<file path="config.mk">
export PLATFORM = sky130hd
export DESIGN_NAME = pmi_i2c_target
export DESIGN_NICKNAME = d
export VERILOG_FILES = /design/src/design/pmi_pkg.sv /design/src/design/pmi_sync.sv /design/src/design/pmi_regmem.sv /design/src/design/pmi_i2c_target.sv
export SDC_FILE = /design/constraint.sdc
export NUM_CORES = 1
export LEC_CHECK = 0
export ABC_CLOCK_PERIOD_IN_PS = 3800
export BUFFER_PORTS_ARGS = -buffer_cell sky130_fd_sc_hd__buf_4
export CORE_MARGIN = 1
export CORE_UTILIZATION = 60
export DETAILED_ROUTE_END_ITERATION = 8
export GPL_TIMING_DRIVEN = 0
export PLACE_DENSITY = 0.77
export SLEW_MARGIN = 20
export SYNTH_ARGS = -nofsm -noshare
export SYNTH_HDL_FRONTEND = slang
export SYNTH_HIERARCHICAL = 1
export SYNTH_SLANG_ARGS = --single-unit
</file>
<file path="constraint.sdc">
create_clock -name clock -period 3.8 [get_ports clock]
set_clock_uncertainty 0.05 [all_clocks]
set_input_delay 0.38 -clock clock [delete_from_list [all_inputs] [get_ports clock]]
set_output_delay 0.38 -clock clock [all_outputs]
set_load 0.1 [all_outputs]
</file>
<file path="src/design/pmi_pkg.sv">
// shared constants, register map and types for the power-management i2c target
package pmi_pkg;
   localparam int DATA_W = 8;
   localparam int PTR_W = 7;
   localparam int IDX_W = 6;
   localparam int MEM_DEPTH = 64;
   localparam int NGRP = 3;

   // clock and bus timing
   localparam int CLK_HZ = 50_000_000;
   localparam int FMP_BIT_HZ = 1_000_000;
   localparam int T_VD_NS = 450;
   localparam int VD_CYC = (T_VD_NS * (CLK_HZ / 1_000_000)) / 1000;

   // register addresses
   localparam logic [PTR_W-1:0] A_DEVICE_INFORMATION = 7'h00;
   localparam logic [PTR_W-1:0] A_TOP_SUM = 7'h01;
   localparam logic [PTR_W-1:0] A_CTRL_E = 7'h0D;
   localparam logic [PTR_W-1:0] A_CHG_STATE_A = 7'h18;
   localparam logic [PTR_W-1:0] A_REG_STATE = 7'h20;
   localparam logic [PTR_W-1:0] A_MODE_LAST = 7'h31;
   localparam logic [PTR_W-1:0] A_LAST = 7'h71;
   localparam logic [PTR_W-1:0] A_FIRST = 7'h00;
   localparam logic [PTR_W-1:0] A_FLAG [NGRP] = '{7'h02, 7'h04, 7'h06};
   localparam logic [PTR_W-1:0] A_MASK [NGRP] = '{7'h03, 7'h05, 7'h07};
   localparam logic [IDX_W-1:0] RESTART_IDX = 6'h3F;

   // reset values and field layout
   localparam logic [DATA_W-1:0] MASK_RST [NGRP] = '{8'h3F, 8'h7F, 8'hFF};
   localparam logic [DATA_W-1:0] FLAG_IMPL [NGRP] = '{8'h3F, 8'hFF, 8'hFF};
   localparam logic [DATA_W-1:0] REG_SW_BITS = 8'h0F;
   localparam logic [DATA_W-1:0] REG_LDO_BITS = 8'hF0;
   localparam int TOP_SYS = 3;
   localparam int TOP_CHG = 2;
   localparam int TOP_SW = 1;
   localparam int TOP_LDO = 0;
   localparam int SOFT_RST_BIT = 7;

   // bus addressing
   localparam logic [2:0] OWN_ADDR_HI = 3'h6;
   localparam logic [2:0] OWN_ADDR_LO = 3'h1;
   localparam logic [6:0] GCALL_ADDR = 7'h00;
   localparam logic [6:0] DEVID_ADDR = 7'h7C;
   localparam logic [DATA_W-1:0] GC_RESET_CMD = 8'h06;
   localparam logic [2:0] BIT_LAST = 3'h7;
   localparam logic [1:0] ID_LAST = 2'h2;

   typedef enum logic [2:0] {ST_IDLE, ST_ADDR, ST_ACK, ST_WR, ST_RD, ST_RACK} pmi_state_e;
   typedef enum logic [1:0] {KIND_OWN, KIND_GC, KIND_ID} pmi_kind_e;

   // storage entries held in the register memory, by index
   function automatic logic pmi_idx_stored(input int i);
      return (i >= 8 && i <= 13) || (i >= 16 && i <= 23) || (i >= 33 && i <= 49) || (i == 63);
   endfunction

   function automatic logic pmi_addr_stored(input logic [PTR_W-1:0] a);
      return (a == A_LAST) || (a[6] == 1'b0 && a != 7'h3F && pmi_idx_stored(int'(a)));
   endfunction

   function automatic logic [IDX_W-1:0] pmi_mem_idx(input logic [PTR_W-1:0] a);
      return (a == A_LAST) ? RESTART_IDX : a[IDX_W-1:0];
   endfunction

   function automatic logic [DATA_W-1:0] pmi_mem_rst(input int i);
      case (i)
         9: return 8'h41;
         10: return 8'h89;
         11: return 8'hCE;
         12: return 8'h01;
         16: return 8'h03;
         17: return 8'h08;
         18: return 8'h04;
         19: return 8'h08;
         20: return 8'h04;
         21: return 8'h1E;
         22: return 8'h95;
         23: return 8'h24;
         34: return 8'h14;
         35: return 8'h0C;
         36, 40, 44, 48: return 8'h4F;
         37: return 8'h39;
         38, 42, 46: return 8'h1C;
         39, 43, 47: return 8'h4C;
         41, 45, 49: return 8'h0C;
         63: return 8'h80;
         default: return 8'h00;
      endcase
   endfunction
endpackage

</file>
<file path="src/design/pmi_sync.sv">
// three-stage synchroniser with agreement filter for asynchronous inputs
`timescale 1ns/100ps
module pmi_sync #(
   parameter int W = 1,
   parameter logic [W-1:0] RST = '0
) (
   input wire logic clock,
   input wire logic resetn,
   input wire logic [W-1:0] d,
   output logic [W-1:0] q
);
   logic [W-1:0] s1_r, s2_r, s3_r, q_r, agree;

   // first stage feeds only the second
   always_ff @(posedge clock or negedge resetn) begin
      if (!resetn) begin
         s1_r <= RST;
         s2_r <= RST;
         s3_r <= RST;
      end else begin
         s1_r <= d;
         s2_r <= s1_r;
         s3_r <= s2_r;
      end
   end

   // a bit moves only once stages two and three agree; one process keeps one driver
   assign agree = ~(s2_r ^ s3_r);

   always_ff @(posedge clock or negedge resetn) begin
      if (!resetn) q_r <= RST;
      else q_r <= (s3_r & agree) | (q_r & ~agree);
   end

   assign q = q_r;
endmodule // pmi_sync

</file>
<file path="src/design/pmi_regmem.sv">
// storage for the plain read-write control words, registered read port
`timescale 1ns/100ps
module pmi_regmem
   import pmi_pkg::*;
(
   input wire logic clock,
   input wire logic resetn,
   input wire logic soft_rst,
   input wire logic we,
   input wire logic [pmi_pkg::IDX_W-1:0] waddr,
   input wire logic [pmi_pkg::DATA_W-1:0] wdata,
   input wire logic [pmi_pkg::IDX_W-1:0] raddr,
   output logic [pmi_pkg::DATA_W-1:0] rdata
);
   logic [DATA_W-1:0] mem [MEM_DEPTH];
   logic [DATA_W-1:0] rdata_r;

   // only mapped entries get flops; holes read as zero
   for (genvar i = 0; i < MEM_DEPTH; i++) begin : g_ent
      if (pmi_idx_stored(i)) begin : g_st
         always_ff @(posedge clock or negedge resetn) begin
            if (!resetn) mem[i] <= pmi_mem_rst(i);
            else if (soft_rst) mem[i] <= pmi_mem_rst(i);
            else if (we && waddr == IDX_W'(i)) mem[i] <= wdata;
         end
      end else begin : g_hole
         assign mem[i] = '0;
      end
   end

   // one cycle read latency, far below one bus bit time
   always_ff @(posedge clock or negedge resetn) begin
      if (!resetn) rdata_r <= '0;
      else rdata_r <= mem[raddr];
   end

   assign rdata = rdata_r;
endmodule // pmi_regmem

</file>
<file path="src/design/pmi_i2c_target.sv">
// i2c target front end and register file of the power-management device
// Operation
// - target handles fast-mode-plus transfers up to 1 Mbit/s.
// - serial clock is never held low; only 7-bit addressing is decoded.
// - general call answered by default; build option can switch it off.
// - register pointer advances after each data byte and wraps around.
// - own address is 1,1,0,option,0,0,1 then direction, 0 write 1 read.
// - address bit 3 comes from the one-time trim option, default 0.
// - general call and device identification addresses are decoded separately.
// - each address has read-write, read-only, write-only or write-to-clear access.
// - write-to-clear clears only flag bits written as 1.
// - top summary register is read only; writes change nothing.
// - three event flag registers reset to zero and are write-to-clear.
// - mask registers are read-write; first mask resets to 0x3F.
// - control word at 0D is write-only, resets zero, reads zero.
// - summary bit is 1 while any flag of its group is set.
// - interrupt output is low while any unmasked flag is latched.
// - writing soft reset bit restores all registers; bit reads back 0.
// - information register holds 5-bit part id and 3-bit revision.
`timescale 1ns/100ps
module pmi_i2c_target
   import pmi_pkg::*;
#(
   parameter bit GCALL_ENABLE = 1'b1,
   parameter logic [4:0] PART_ID = 5'h0A, // arbitrary value
   parameter logic [2:0] PART_REV = 3'h2, // arbitrary value
   parameter logic [23:0] ID_WORD = 24'h5A3C69 // arbitrary value
) (
   input wire logic clock,
   input wire logic resetn,
   input wire logic scl_in,
   input wire logic sda_in,
   output logic sda_out,
   output logic sda_oe_n,
   input wire logic one_time_trim_option,
   input wire logic [pmi_pkg::DATA_W-1:0] sys_event_in,
   input wire logic [pmi_pkg::DATA_W-1:0] chg_event_in,
   input wire logic [pmi_pkg::DATA_W-1:0] reg_event_in,
   input wire logic [4*pmi_pkg::DATA_W-1:0] charger_state_in,
   input wire logic [pmi_pkg::DATA_W-1:0] regulator_state_in,
   output logic interrupt_out_n
);
   import pmi_pkg::*;

   localparam int EV_W = NGRP * DATA_W;
   localparam int SYNC_W = 3 + EV_W + 5 * DATA_W;
   localparam int S_REG_LSB = 4 * DATA_W;
   localparam int S_EV_LSB = 5 * DATA_W;
   localparam int S_SDA = S_EV_LSB + EV_W;
   localparam int S_SCL = S_SDA + 1;
   localparam int S_TRIM = S_SDA + 2;
   localparam int VD_MAX = VD_CYC;
   localparam logic [SYNC_W-1:0] SYNC_RST = {3'h3, {(SYNC_W - 3){1'b0}}};

   logic [SYNC_W-1:0] sync_in, sync_q;
   logic scl_q, sda_q, trim_q, scl_d_r, sda_d_r;
   logic scl_rise, scl_fall, start_det, stop_det;
   logic [EV_W-1:0] ev_q, ev_d_r, ev_rise;
   logic [4*DATA_W-1:0] chg_state_q;
   logic [DATA_W-1:0] reg_state_q;

   // all pins and analog-side levels cross through one synchroniser bank
   assign sync_in = {one_time_trim_option, scl_in, sda_in, reg_event_in, chg_event_in,
                     sys_event_in, regulator_state_in, charger_state_in};

   pmi_sync #(.W(SYNC_W), .RST(SYNC_RST)) u_sync (
      .clock(clock),
      .resetn(resetn),
      .d(sync_in),
      .q(sync_q)
   );

   assign trim_q = sync_q[S_TRIM];
   assign scl_q = sync_q[S_SCL];
   assign sda_q = sync_q[S_SDA];
   assign ev_q = sync_q[S_EV_LSB +: EV_W];
   assign reg_state_q = sync_q[S_REG_LSB +: DATA_W];
   assign chg_state_q = sync_q[S_REG_LSB-1:0];

   // edge history of filtered levels
   always_ff @(posedge clock or negedge resetn) begin
      if (!resetn) begin
         scl_d_r <= 1'b1;
         sda_d_r <= 1'b1;
         ev_d_r <= '0;
      end else begin
         scl_d_r <= scl_q;
         sda_d_r <= sda_q;
         ev_d_r <= ev_q;
      end
   end

   // bus conditions; sampling at 50 MHz leaves margin at 1 Mbit/s
   assign scl_rise = scl_q & ~scl_d_r;
   assign scl_fall = ~scl_q & scl_d_r;
   assign start_det = scl_q & scl_d_r & sda_d_r & ~sda_q;
   assign stop_det = scl_q & scl_d_r & ~sda_d_r & sda_q;
   assign ev_rise = ev_q & ~ev_d_r;

   pmi_state_e state_r;
   pmi_kind_e kind_r;
   logic [2:0] bit_cnt_r;
   logic [DATA_W-1:0] shift_r, tx_r, shift_nxt, wdata;
   logic sda_oe_n_r, ack_on_r, rd_r, ptr_pend_r, more_r;
   logic [1:0] id_cnt_r;
   logic [PTR_W-1:0] ptr_r, ptr_inc;
   logic byte_done, hit_own, hit_gc, hit_id, addr_ok;
   logic reg_wr, gc_rst, soft_rst, mem_we, ptr_load, adv, mask_any_wr;
   logic [6:0] own_addr;

   // address decode, 7-bit only, no extended addressing
   assign shift_nxt = {shift_r[DATA_W-2:0], sda_q};
   assign byte_done = scl_rise && bit_cnt_r == BIT_LAST;
   assign own_addr = {OWN_ADDR_HI, trim_q, OWN_ADDR_LO};
   assign hit_own = shift_nxt[7:1] == own_addr;
   assign hit_gc = GCALL_ENABLE && shift_nxt[7:1] == GCALL_ADDR && !shift_nxt[0];
   assign hit_id = shift_nxt[7:1] == DEVID_ADDR;
   assign addr_ok = hit_own | hit_gc | hit_id;

   // write side strobes
   assign wdata = shift_nxt;
   assign reg_wr = state_r == ST_WR && byte_done && kind_r == KIND_OWN && !ptr_pend_r;
   assign ptr_load = state_r == ST_WR && byte_done && kind_r == KIND_OWN && ptr_pend_r;
   assign gc_rst = state_r == ST_WR && byte_done && kind_r == KIND_GC && wdata == GC_RESET_CMD;
   assign soft_rst = (reg_wr && ptr_r == A_CTRL_E && wdata[SOFT_RST_BIT]) || gc_rst;
   assign mem_we = reg_wr && pmi_addr_stored(ptr_r) && !soft_rst;
   assign adv = reg_wr || (state_r == ST_RD && scl_fall && bit_cnt_r == BIT_LAST
                           && kind_r == KIND_OWN);
   assign ptr_inc = (ptr_r == A_LAST) ? A_FIRST : PTR_W'(ptr_r + 7'h01);

   // register pointer, kept across repeated start
   always_ff @(posedge clock or negedge resetn) begin
      if (!resetn) ptr_r <= A_FIRST;
      else if (ptr_load) ptr_r <= wdata[PTR_W-1:0];
      else if (adv) ptr_r <= ptr_inc;
   end

   logic [DATA_W-1:0] flags_r [NGRP];
   logic [DATA_W-1:0] mask_r [NGRP];
   logic [DATA_W-1:0] flag_set [NGRP];
   logic [DATA_W-1:0] grp_rd [NGRP];
   logic [NGRP-1:0] pend, mask_wr, flag_wr;

   // per-group event flags and masks
   for (genvar g = 0; g < NGRP; g++) begin : g_grp
      assign flag_set[g] = ev_rise[g*DATA_W +: DATA_W] & FLAG_IMPL[g];
      assign flag_wr[g] = reg_wr && ptr_r == A_FLAG[g];
      assign mask_wr[g] = reg_wr && ptr_r == A_MASK[g] && !soft_rst;
      assign pend[g] = |(flags_r[g] & ~mask_r[g]);
      assign grp_rd[g] = (ptr_r == A_FLAG[g]) ? flags_r[g] :
                         (ptr_r == A_MASK[g]) ? mask_r[g] : '0;

      // new events win over a clear in the same cycle
      always_ff @(posedge clock or negedge resetn) begin
         if (!resetn) flags_r[g] <= '0;
         else if (soft_rst) flags_r[g] <= '0;
         else flags_r[g] <= (flags_r[g] & ~(flag_wr[g] ? wdata : '0)) | flag_set[g];
      end

      always_ff @(posedge clock or negedge resetn) begin
         if (!resetn) mask_r[g] <= MASK_RST[g];
         else if (soft_rst) mask_r[g] <= MASK_RST[g];
         else if (mask_wr[g]) mask_r[g] <= wdata;
      end
   end

   assign mask_any_wr = |mask_wr;

   // level output: a latched flag cannot fire again until cleared
   logic int_n_r;
   always_ff @(posedge clock or negedge resetn) begin
      if (!resetn) int_n_r <= 1'b1;
      else int_n_r <= ~|pend;
   end

   logic [DATA_W-1:0] mem_rdata, top_sum, device_information, id_byte, rd_reg, load_byte;
   logic stat_hit, mem_hit;

   pmi_regmem u_mem (
      .clock(clock),
      .resetn(resetn),
      .soft_rst(soft_rst),
      .we(mem_we),
      .waddr(pmi_mem_idx(ptr_r)),
      .wdata(wdata),
      .raddr(pmi_mem_idx(ptr_r)),
      .rdata(mem_rdata)
   );

   // summary bits follow the flags directly, so they drop with the last clear
   assign top_sum[DATA_W-1:TOP_SYS+1] = '0;
   assign top_sum[TOP_SYS] = |flags_r[0];
   assign top_sum[TOP_CHG] = |flags_r[1];
   assign top_sum[TOP_SW] = |(flags_r[2] & REG_SW_BITS);
   assign top_sum[TOP_LDO] = |(flags_r[2] & REG_LDO_BITS);
   assign device_information = {PART_ID, PART_REV};
   assign id_byte = ID_WORD[(DATA_W * (2 - int'(id_cnt_r))) +: DATA_W];

   // read decode; write-only word and holes give zero
   assign stat_hit = ptr_r[PTR_W-1:2] == A_CHG_STATE_A[PTR_W-1:2];
   assign mem_hit = pmi_addr_stored(ptr_r) && ptr_r != A_CTRL_E;
   assign rd_reg = (ptr_r == A_DEVICE_INFORMATION) ? device_information :
                   (ptr_r == A_TOP_SUM) ? top_sum :
                   stat_hit ? chg_state_q[DATA_W*ptr_r[1:0] +: DATA_W] :
                   (ptr_r == A_REG_STATE) ? reg_state_q :
                   mem_hit ? mem_rdata :
                   (grp_rd[0] | grp_rd[1] | grp_rd[2]);
   assign load_byte = (kind_r == KIND_ID) ? id_byte : rd_reg;

   // bus state machine; data change right after scl falls, never holds scl
   always_ff @(posedge clock or negedge resetn) begin
      if (!resetn) begin
         state_r <= ST_IDLE;
         kind_r <= KIND_OWN;
         bit_cnt_r <= '0;
         shift_r <= '0;
         tx_r <= '0;
         sda_oe_n_r <= 1'b1;
         ack_on_r <= 1'b0;
         rd_r <= 1'b0;
         ptr_pend_r <= 1'b0;
         more_r <= 1'b0;
         id_cnt_r <= '0;
      end else if (start_det) begin
         state_r <= ST_ADDR;
         bit_cnt_r <= '0;
         sda_oe_n_r <= 1'b1;
         ack_on_r <= 1'b0;
         id_cnt_r <= '0;
      end else if (stop_det) begin
         state_r <= ST_IDLE;
         sda_oe_n_r <= 1'b1;
      end else begin
         case (state_r)
            ST_ADDR: if (scl_rise) begin
               shift_r <= shift_nxt;
               bit_cnt_r <= bit_cnt_r + 3'h1;
               if (byte_done && addr_ok) begin
                  state_r <= ST_ACK;
                  rd_r <= shift_nxt[0];
                  kind_r <= hit_gc ? KIND_GC : hit_id ? KIND_ID : KIND_OWN;
                  ptr_pend_r <= !shift_nxt[0];
               end else if (byte_done) begin
                  state_r <= ST_IDLE;
               end
            end
            ST_ACK: if (scl_fall) begin
               bit_cnt_r <= '0;
               if (!ack_on_r) begin
                  sda_oe_n_r <= 1'b0;
                  ack_on_r <= 1'b1;
               end else if (rd_r) begin
                  ack_on_r <= 1'b0;
                  tx_r <= {load_byte[DATA_W-2:0], 1'b0};
                  sda_oe_n_r <= load_byte[DATA_W-1];
                  state_r <= ST_RD;
               end else begin
                  ack_on_r <= 1'b0;
                  sda_oe_n_r <= 1'b1;
                  state_r <= ST_WR;
               end
            end
            ST_WR: if (scl_rise) begin
               shift_r <= shift_nxt;
               bit_cnt_r <= bit_cnt_r + 3'h1;
               if (byte_done) begin
                  state_r <= ST_ACK;
                  ptr_pend_r <= 1'b0;
               end
            end
            ST_RD: if (scl_fall) begin
               if (bit_cnt_r == BIT_LAST) begin
                  sda_oe_n_r <= 1'b1;
                  state_r <= ST_RACK;
                  id_cnt_r <= (id_cnt_r == ID_LAST) ? 2'h0 : id_cnt_r + 2'h1;
               end else begin
                  sda_oe_n_r <= tx_r[DATA_W-1];
                  tx_r <= {tx_r[DATA_W-2:0], 1'b0};
                  bit_cnt_r <= bit_cnt_r + 3'h1;
               end
            end
            ST_RACK: if (scl_rise) begin
               more_r <= !sda_q;
            end else if (scl_fall && more_r) begin
               bit_cnt_r <= '0;
               tx_r <= {load_byte[DATA_W-2:0], 1'b0};
               sda_oe_n_r <= load_byte[DATA_W-1];
               state_r <= ST_RD;
            end else if (scl_fall) begin
               state_r <= ST_IDLE;
            end
            default: state_r <= ST_IDLE;
         endcase
      end
   end

   // open drain: output level fixed low, only the enable moves
   logic sda_out_r;
   always_ff @(posedge clock or negedge resetn) begin
      if (!resetn) sda_out_r <= 1'b0;
      else sda_out_r <= 1'b0;
   end

   assign sda_out = sda_out_r;
   assign sda_oe_n = sda_oe_n_r;
   assign interrupt_out_n = int_n_r;
endmodule // pmi_i2c_target

</file>
==> implementation parameters, run 1 <==
Parameter                              Value

Placement
  Cell total after placement ... 2,863
  Gp weighted congestion ... between 0.9 and 1
  HPWL reported at the end of detailed placement ... around 50 mm
  Total of buffers placed on input and output ports ... 68
  Placed cell area ... 0.0285 mm2
  Pre-CTS setup slack ... -1.41 ns

Timing
  Final count of negative-setup-slack endpoints ... 0
  Total count of hold-check failures in the final report ... 0
  Final worst slack ... 0.0669 ns
  Slew margin rel. ... 23.6%
  Post-route fraction of the period consumed by the critical path ... 98.2%
  Actual slew at the worst max-slew pin ... between 1 and 1.5 ns
  Clock period minus worst slack ... 3.73 ns
  Fmax ... roughly 270 MHz
  Number of slew-limit violations in the final report ... 0

Critical path
  Top fanout value on the critical path ... 10
  Register-to-register setup slack ... about 0.067 ns
  CP startpoint kind ... flop
  Delay-heaviest family, CP ... compound AO/OA/AOI/OAI gates
  CP startpoint ... ptr_r[1]
  Cell-by-cell listing of the critical path ... clkbuf_4 -> inv_2 -> ha_4 -> nand3_1 -> o21ai_4 -> buf_8 -> buf_4 -> mux2_2 -> a221oi_1 -> o311a_1 -> o22ai_1
  Buf/Inv on CP ... 4
  Worst reg2reg path endpoint ... u_mem/rdata[3]
  Worst setup endpoint ... u_mem/rdata[3]
  Library cell contributing the largest single delay on the critical path ... sky130_fd_sc_hd__a221oi_1
  Max incr delay on CP ... between 0.5 and 0.6 ns
  Worst setup path category ... reg2reg
  Crit. End Element ... flop
  Levels on crit path ... 11
  Required time of the critical path ... 4.21 ns
  Startpoint of the worst register-to-register path ... ptr_r[1]
  Number of cells on the worst reg-to-reg path ... 11
  Data arrival time of the worst path ... approximately 4.2 ns

CTS
  Total number of H-tree levels ... 3
  Number of clock sinks ... between 600 and 700
  CTS root buf ... sky130_fd_sc_hd__clkbuf_16
  Clock latency on the worst-skew pair ... just over 0.6 ns
  Post-CTS clock slew at the launch and capture registers of the worst setup and hold paths ... about 0.06 ns
  TritonCTS clock tree ... yes
  Bufs on Longest Clock Path ... 3
  Number of CTS-inserted buffers ... 66

Die
  Starting density of the core ... 61.0%
  Rows ... between 70 and 80
  Die boundary width ... 214 um
  Die Outline Area ... 0.0460 mm2
  Core footprint ... between 0.04 and 0.05 mm2
  Die height ... roughly 210 um
  Top-level port count ... between 70 and 80

Logic synthesis
  Net count of the mapped netlist ... between 2,000 and 2,500
  Post-Synthesis Cells ... approximately 2,200
  Warnings from Yosys ... 6
  Mean Syn Cell Area ... roughly 12 um2
  Synthesized area ... between 0.02 and 0.03 mm2

Finish
  Area of the multi-input gates ... 0.0103 mm2
  Number of antenna diodes ... 0
  Finished Layout Cells ... ~3,100
  Final net count ... around 2,500
  Final Core Density ... between 70% and 80%
  Share of post-route cells with drive strength above 1 ... 24.6%
  Area growth syn-to-layout ... 18.5%
  Final Instance Area ... roughly 0.032 mm2
  Layout filler cell count ... between 2,000 and 3,000
  Combined flip-flop and latch cell area ... ~0.016 mm2

Route
  Routed length on met2 ... 34.2 mm
  Wire length per cell ... around 25 um
  Drt pass-1 iters ... 6
  Vias per cell ... slightly above 6
  Uppermost metal layer occupied by signal nets ... met5
  Number of violations reported at the end of detailed-routing iteration 0 ... 2,099
  Post-detailed-route DRC marker count ... 0
  Wire length on met1 ... approximately 33 mm
  Antenna-violating nets left ... 0
  Total Routed Length ... a little under 80 mm
  Via Count ... roughly 19,000
  Met3 Routed Length ... ~7.1 mm

Min path
  Tightest Hold Check Type ... in2async

GRT
  Via count of the first global-routing pass ... around 19,000
  Largest net degree at the start of global routing ... roughly 100
  First-pass GRT wire length ... roughly 120 mm
  Overall global routing resource usage ... around a third
  Initial antenna violation count ... 1
  Total congestion overflow after global routing ... 0

Power
  Worst voltage drop across the vdd grid ... 599 uV
  Power density relative to cell area ... 466 mW/mm2
  Leakage power ... ~15 nW

Flow run
  Max cap viols ... 0

Run status
  Run status ... finished, final reports clean
==> worst register-to-register path, cell delays in order (launching register included) <==
cell                       delay (ns)
sky130_fd_sc_hd__dfrtp_1         0.43
sky130_fd_sc_hd__clkbuf_4        0.26
sky130_fd_sc_hd__inv_2           0.14
sky130_fd_sc_hd__ha_4            0.23
sky130_fd_sc_hd__nand3_1         0.20
sky130_fd_sc_hd__o21ai_4         0.26
sky130_fd_sc_hd__buf_8           0.23
sky130_fd_sc_hd__buf_4           0.31
sky130_fd_sc_hd__mux2_2          0.40
sky130_fd_sc_hd__a221oi_1        0.55
sky130_fd_sc_hd__o311a_1         0.37
sky130_fd_sc_hd__o22ai_1         0.16
==> layout make-up <==
cell class | instances | area share, %
plain buffers | 155 | 2.75
clock buffers | 88 | 5.75
clock inverters | 33 | 1.80
inverters | 58 | 0.698
multi-input cells | 1349 | 32.1
flip-flops and latches | 633 | 49.8
well taps | 592 | 2.31
repair buffers | 156 | 4.78
==> repair_timing <==
action                                 4_1_cts  5_1_grt
setup endpoints to repair                  264      244
buffers inserted                             7        8
pin swaps                                    7       11
gates resized for setup                     43       66
endpoints found under the hold margin      123        0
hold buffers                                66        0
==> layout by cell type, fill, tap and decap left out, types with 16 or more instances in the layout <==
| cell | count |
|---|---|
| sky130_fd_sc_hd__buf_2 | 16 |
| sky130_fd_sc_hd__maj3_2 | 65 |
| sky130_fd_sc_hd__nor2_1 | 269 |
| sky130_fd_sc_hd__and3_1 | 16 |
| sky130_fd_sc_hd__a221oi_1 | 24 |
| sky130_fd_sc_hd__nor3_1 | 18 |
| sky130_fd_sc_hd__dfstp_2 | 113 |
| sky130_fd_sc_hd__clkbuf_2 | 23 |
| sky130_fd_sc_hd__o22ai_1 | 18 |
| sky130_fd_sc_hd__mux2i_1 | 200 |
| sky130_fd_sc_hd__a211o_1 | 82 |
| sky130_fd_sc_hd__mux4_2 | 38 |
| sky130_fd_sc_hd__inv_1 | 54 |
| sky130_fd_sc_hd__nand3_1 | 58 |
| sky130_fd_sc_hd__a21oi_1 | 66 |
| sky130_fd_sc_hd__nand2_1 | 103 |
| sky130_fd_sc_hd__dlygate4sd3_1 | 66 |
| sky130_fd_sc_hd__nor2b_1 | 89 |
| sky130_fd_sc_hd__clkbuf_1 | 78 |
| sky130_fd_sc_hd__o21ai_0 | 39 |
| sky130_fd_sc_hd__clkbuf_16 | 66 |
| sky130_fd_sc_hd__dfrtp_1 | 519 |
| sky130_fd_sc_hd__mux2_2 | 39 |
| sky130_fd_sc_hd__buf_4 | 92 |
==> layer usage <==
layer,global-route usage [%],vias up
met5,0,-
met2,50.3,816
met3,8.82,170
li1,-,8218
met4,12.8,2
met1,49.7,9805
==> stage by stage <==
step	total power [mW]	hold WS, ns	TNS (ns)
6_report	15.0	0.241	0
5_1_grt	15.4	0.263	-0.0178
4_1_cts	15.0	0.234	0
3_5_place_dp	7.83	0.285	-286.62
3_3_place_gp	7.78	0.282	-2629.96
2_1_floorplan	7.41	0.0344	0
==> worst min path at each step <==
stage / from / to / slack [ns] / cells past startpoint
floorplan: resetn / ack_on_r / 0.03 / 0
global placement: u_sync/s1_r[57] / u_sync/s2_r[57] / 0.28 / 0
detailed placement: u_sync/s1_r[13] / u_sync/s2_r[13] / 0.28 / 0
CTS: resetn / u_sync/s3_r[13] / 0.23 / 2
global route: resetn / u_sync/s3_r[5] / 0.26 / 2
finish: resetn / u_sync/s1_r[23] / 0.24 / 2
==> power breakdown <==
group | total [mW] | leakage, nW | switching [mW] | internal (mW)
registers | 7.09 | 7.68 | 0.132 | 6.96
logic | 0.709 | 6.20 | 0.465 | 0.245
clock network | 7.17 | 1.19 | 2.76 | 4.41
No activity file was read; power rests on OpenSTA's default activity.
==> run 2, diff against run 1 <==
- ABC_CLOCK_PERIOD_IN_PS: 3800 -> 4750
- clock period: 3.8 -> 4.75 ns (I/O delays scaled with it)
==> run 2 against run 1 <==
Effect of this change: flip-flop and latch count is the same; cell count is 0.49% lower; sequential power fell by 20%; sequential share of layout area is 0.73 points higher; power is 20% lower; utilization decreased by 1.1 points; routed wire length is 0.75% lower; register-to-register slack better by 0.03 ns; worst hold slack better by 0.055 ns.
==> implementation parameters, run 2 (synthesized netlist as in run 1, its figures left out) <==
Parameter                              Value

Timing
  Unrepaired setup endpoints after global routing ... no
  Fmax ... 215 MHz
  Final count of negative-setup-slack endpoints ... 0
  Number of slew-limit violations in the final report ... 0
  Post-route fraction of the period consumed by the critical path ... a little over nine tenths
  Total count of hold-check failures in the final report ... 0
  Final worst slack ... ~0.099 ns
  Slew margin rel. ... between 20% and 30%
  Accumulated negative setup slack ... 0 ns
  Worst hold slack across all endpoints ... between 0.2 and 0.3 ns
  Actual slew at the worst max-slew pin ... between 1 and 1.5 ns
  Clock period minus worst slack ... 4.65 ns

CTS
  Number of CTS-inserted buffers ... 66
  Bufs on Longest Clock Path ... 3
  TritonCTS clock tree ... yes
  Post-CTS setup buffer count ... 0
  Total number of H-tree levels ... 3
  Post-CTS clock slew at the launch and capture registers of the worst setup and hold paths ... ~0.060 ns
  Clock latency on the worst-skew pair ... between 0.6 and 0.7 ns
  CTS root buf ... sky130_fd_sc_hd__clkbuf_16
  Number of clock sinks ... roughly 630

Route
  Via Count ... between 15,000 and 20,000
  Total Routed Length ... around 77 mm
  Antenna-violating nets left ... 0
  Drt pass-1 iters ... 6
  Wire length per cell ... around 25 um
  Number of violations reported at the end of detailed-routing iteration 0 ... roughly 2,100
  Post-detailed-route DRC marker count ... 0
  Vias per cell ... slightly above 6

Critical path
  Cell-by-cell listing of the critical path ... clkbuf_2 -> inv_1 -> ha_1 -> nand3_1 -> o21ai_1 -> buf_6 -> buf_6 -> buf_2 -> mux2_2 -> a221oi_1 -> o311a_1 -> o22ai_2
  Buf/Inv on CP ... 5
  Max incr delay on CP ... 0.51 ns
  Library cell contributing the largest single delay on the critical path ... sky130_fd_sc_hd__a221oi_1
  CP startpoint kind ... flop
  Dominant cell type by count on the critical path ... sky130_fd_sc_hd__buf_6
  Startpoint of the worst register-to-register path ... ptr_r[1]
  Top fanout value on the critical path ... 10
  Data arrival time of the worst path ... approximately 5 ns
  Crit. End Element ... flop
  Worst setup path category ... reg2reg
  Required time of the critical path ... about 5.2 ns
  CP startpoint ... ptr_r[1]
  Delay-heaviest family, CP ... compound AO/OA/AOI/OAI gates

Die
  Die height ... between 200 and 250 um
  Die Outline Area ... approximately 0.046 mm2
  Top-level port count ... 72
  Rows ... 77
  Starting density of the core ... around three fifths
  Core footprint ... ~0.044 mm2
  Die boundary width ... between 200 and 250 um

Placement
  Cell total after placement ... approximately 2,900
  Placed cell area ... 0.0285 mm2
  HPWL reported at the end of detailed placement ... slightly above 50 mm
  Pre-CTS setup slack ... -0.460 ns
  Total of buffers placed on input and output ports ... between 60 and 70
  Gp weighted congestion ... 0.971

Min path
  Tightest Hold Check Type ... reg2reg
  Origin of the worst min-delay path ... u_sync/s1_r[49]

Power
  Power density relative to cell area ... around 380 mW/mm2
  Total Power ... ~12 mW
  Leakage power ... 14.8 nW
  Worst voltage drop across the vdd grid ... between 400 and 500 uV

Finish
  Finished Layout Cells ... 3,049
  Final Instance Area ... ~0.032 mm2
  Layout filler cell count ... around 3,100
  Final net count ... between 2,000 and 2,500
  Leading cell type in the layout, fill and taps excluded ... sky130_fd_sc_hd__dfrtp_1
  Area growth syn-to-layout ... 16.8%
  Share of post-route cells with drive strength above 1 ... around 22%
  Final Core Density ... a little under three quarters
  Most used cells in the layout excluding fill and tap cells ... sky130_fd_sc_hd__dfrtp_1 (520), sky130_fd_sc_hd__nor2_1 (270), sky130_fd_sc_hd__mux2i_1 (200)
  Combined flip-flop and latch cell area ... roughly 0.016 mm2
  Area of the multi-input gates ... between 0.01 and 0.015 mm2
  Number of antenna diodes ... 0

GRT
  Overall global routing resource usage ... 34.1%
  Total congestion overflow after global routing ... 0
  Largest net degree at the start of global routing ... about 100
  Initial antenna violation count ... 3
  Via count of the first global-routing pass ... approximately 19,000
  First-pass GRT wire length ... between 100 and 150 mm

Flow run
  Max cap viols ... 0

Run status
  Run status ... finished, final reports clean
run 2: report_power, final:
part	switching [mW]	internal (mW)	total (mW)
Sequential	0.105	5.57	5.68
Clock	2.21	3.53	5.73
Combinational	0.370	0.196	0.566
Total	2.68	9.29	12.0
run 2: cell type report:
cell class	instances	share of cell area (%)
repair buffers	141	4.34
inverters	58	0.688
multi-input cells	1349	32.0
clock inverters	33	1.83
plain buffers	155	2.45
clock buffers	88	5.83
well taps	592	2.34
flip-flops and latches	633	50.5
run 2: worst reg2reg max path, cell delays in order, from the launching register on:
cell and delay, ns:
sky130_fd_sc_hd__dfrtp_1 0.43, sky130_fd_sc_hd__clkbuf_2 0.32, sky130_fd_sc_hd__inv_1 0.20, sky130_fd_sc_hd__ha_1 0.45, sky130_fd_sc_hd__nand3_1 0.18, sky130_fd_sc_hd__o21ai_1 0.39, sky130_fd_sc_hd__buf_6 0.28, sky130_fd_sc_hd__buf_6 0.26
sky130_fd_sc_hd__buf_2 0.43, sky130_fd_sc_hd__mux2_2 0.40, sky130_fd_sc_hd__a221oi_1 0.51, sky130_fd_sc_hd__o311a_1 0.46, sky130_fd_sc_hd__o22ai_2 0.15
run 2: path summary, 6_finish.rpt:
check / to / slack (ns) / depth (start not counted)
min: u_sync/s2_r[49] / 0.30 / 0
max reg2reg: u_mem/rdata[7] / 0.1 / 12
max in group asynchronous: u_mem/mem[120] / 2.27 / 6
min reg2reg: u_sync/s2_r[49] / 0.30 / 0
min in group asynchronous: u_sync/s1_r[23] / 0.34 / 2
max: u_mem/rdata[7] / 0.1 / 12
run 2: per-layer routing:
metal  vias up  part of all wire, %  GRT usage (%)
li1       8184                    -              -
met1      9668                   43           49.7
met2       848                   44           50.0
met3       172                  9.1           8.50
met4         2                  3.4           12.5
met5         -                0.029              0
run 2: timing repair:
item | in CTS | in global routing
hold buffers | 66 | 0
endpoints found under the setup margin | 228 | 65
hold endpoints to repair | 114 | 0
resized for setup | 3 | 3
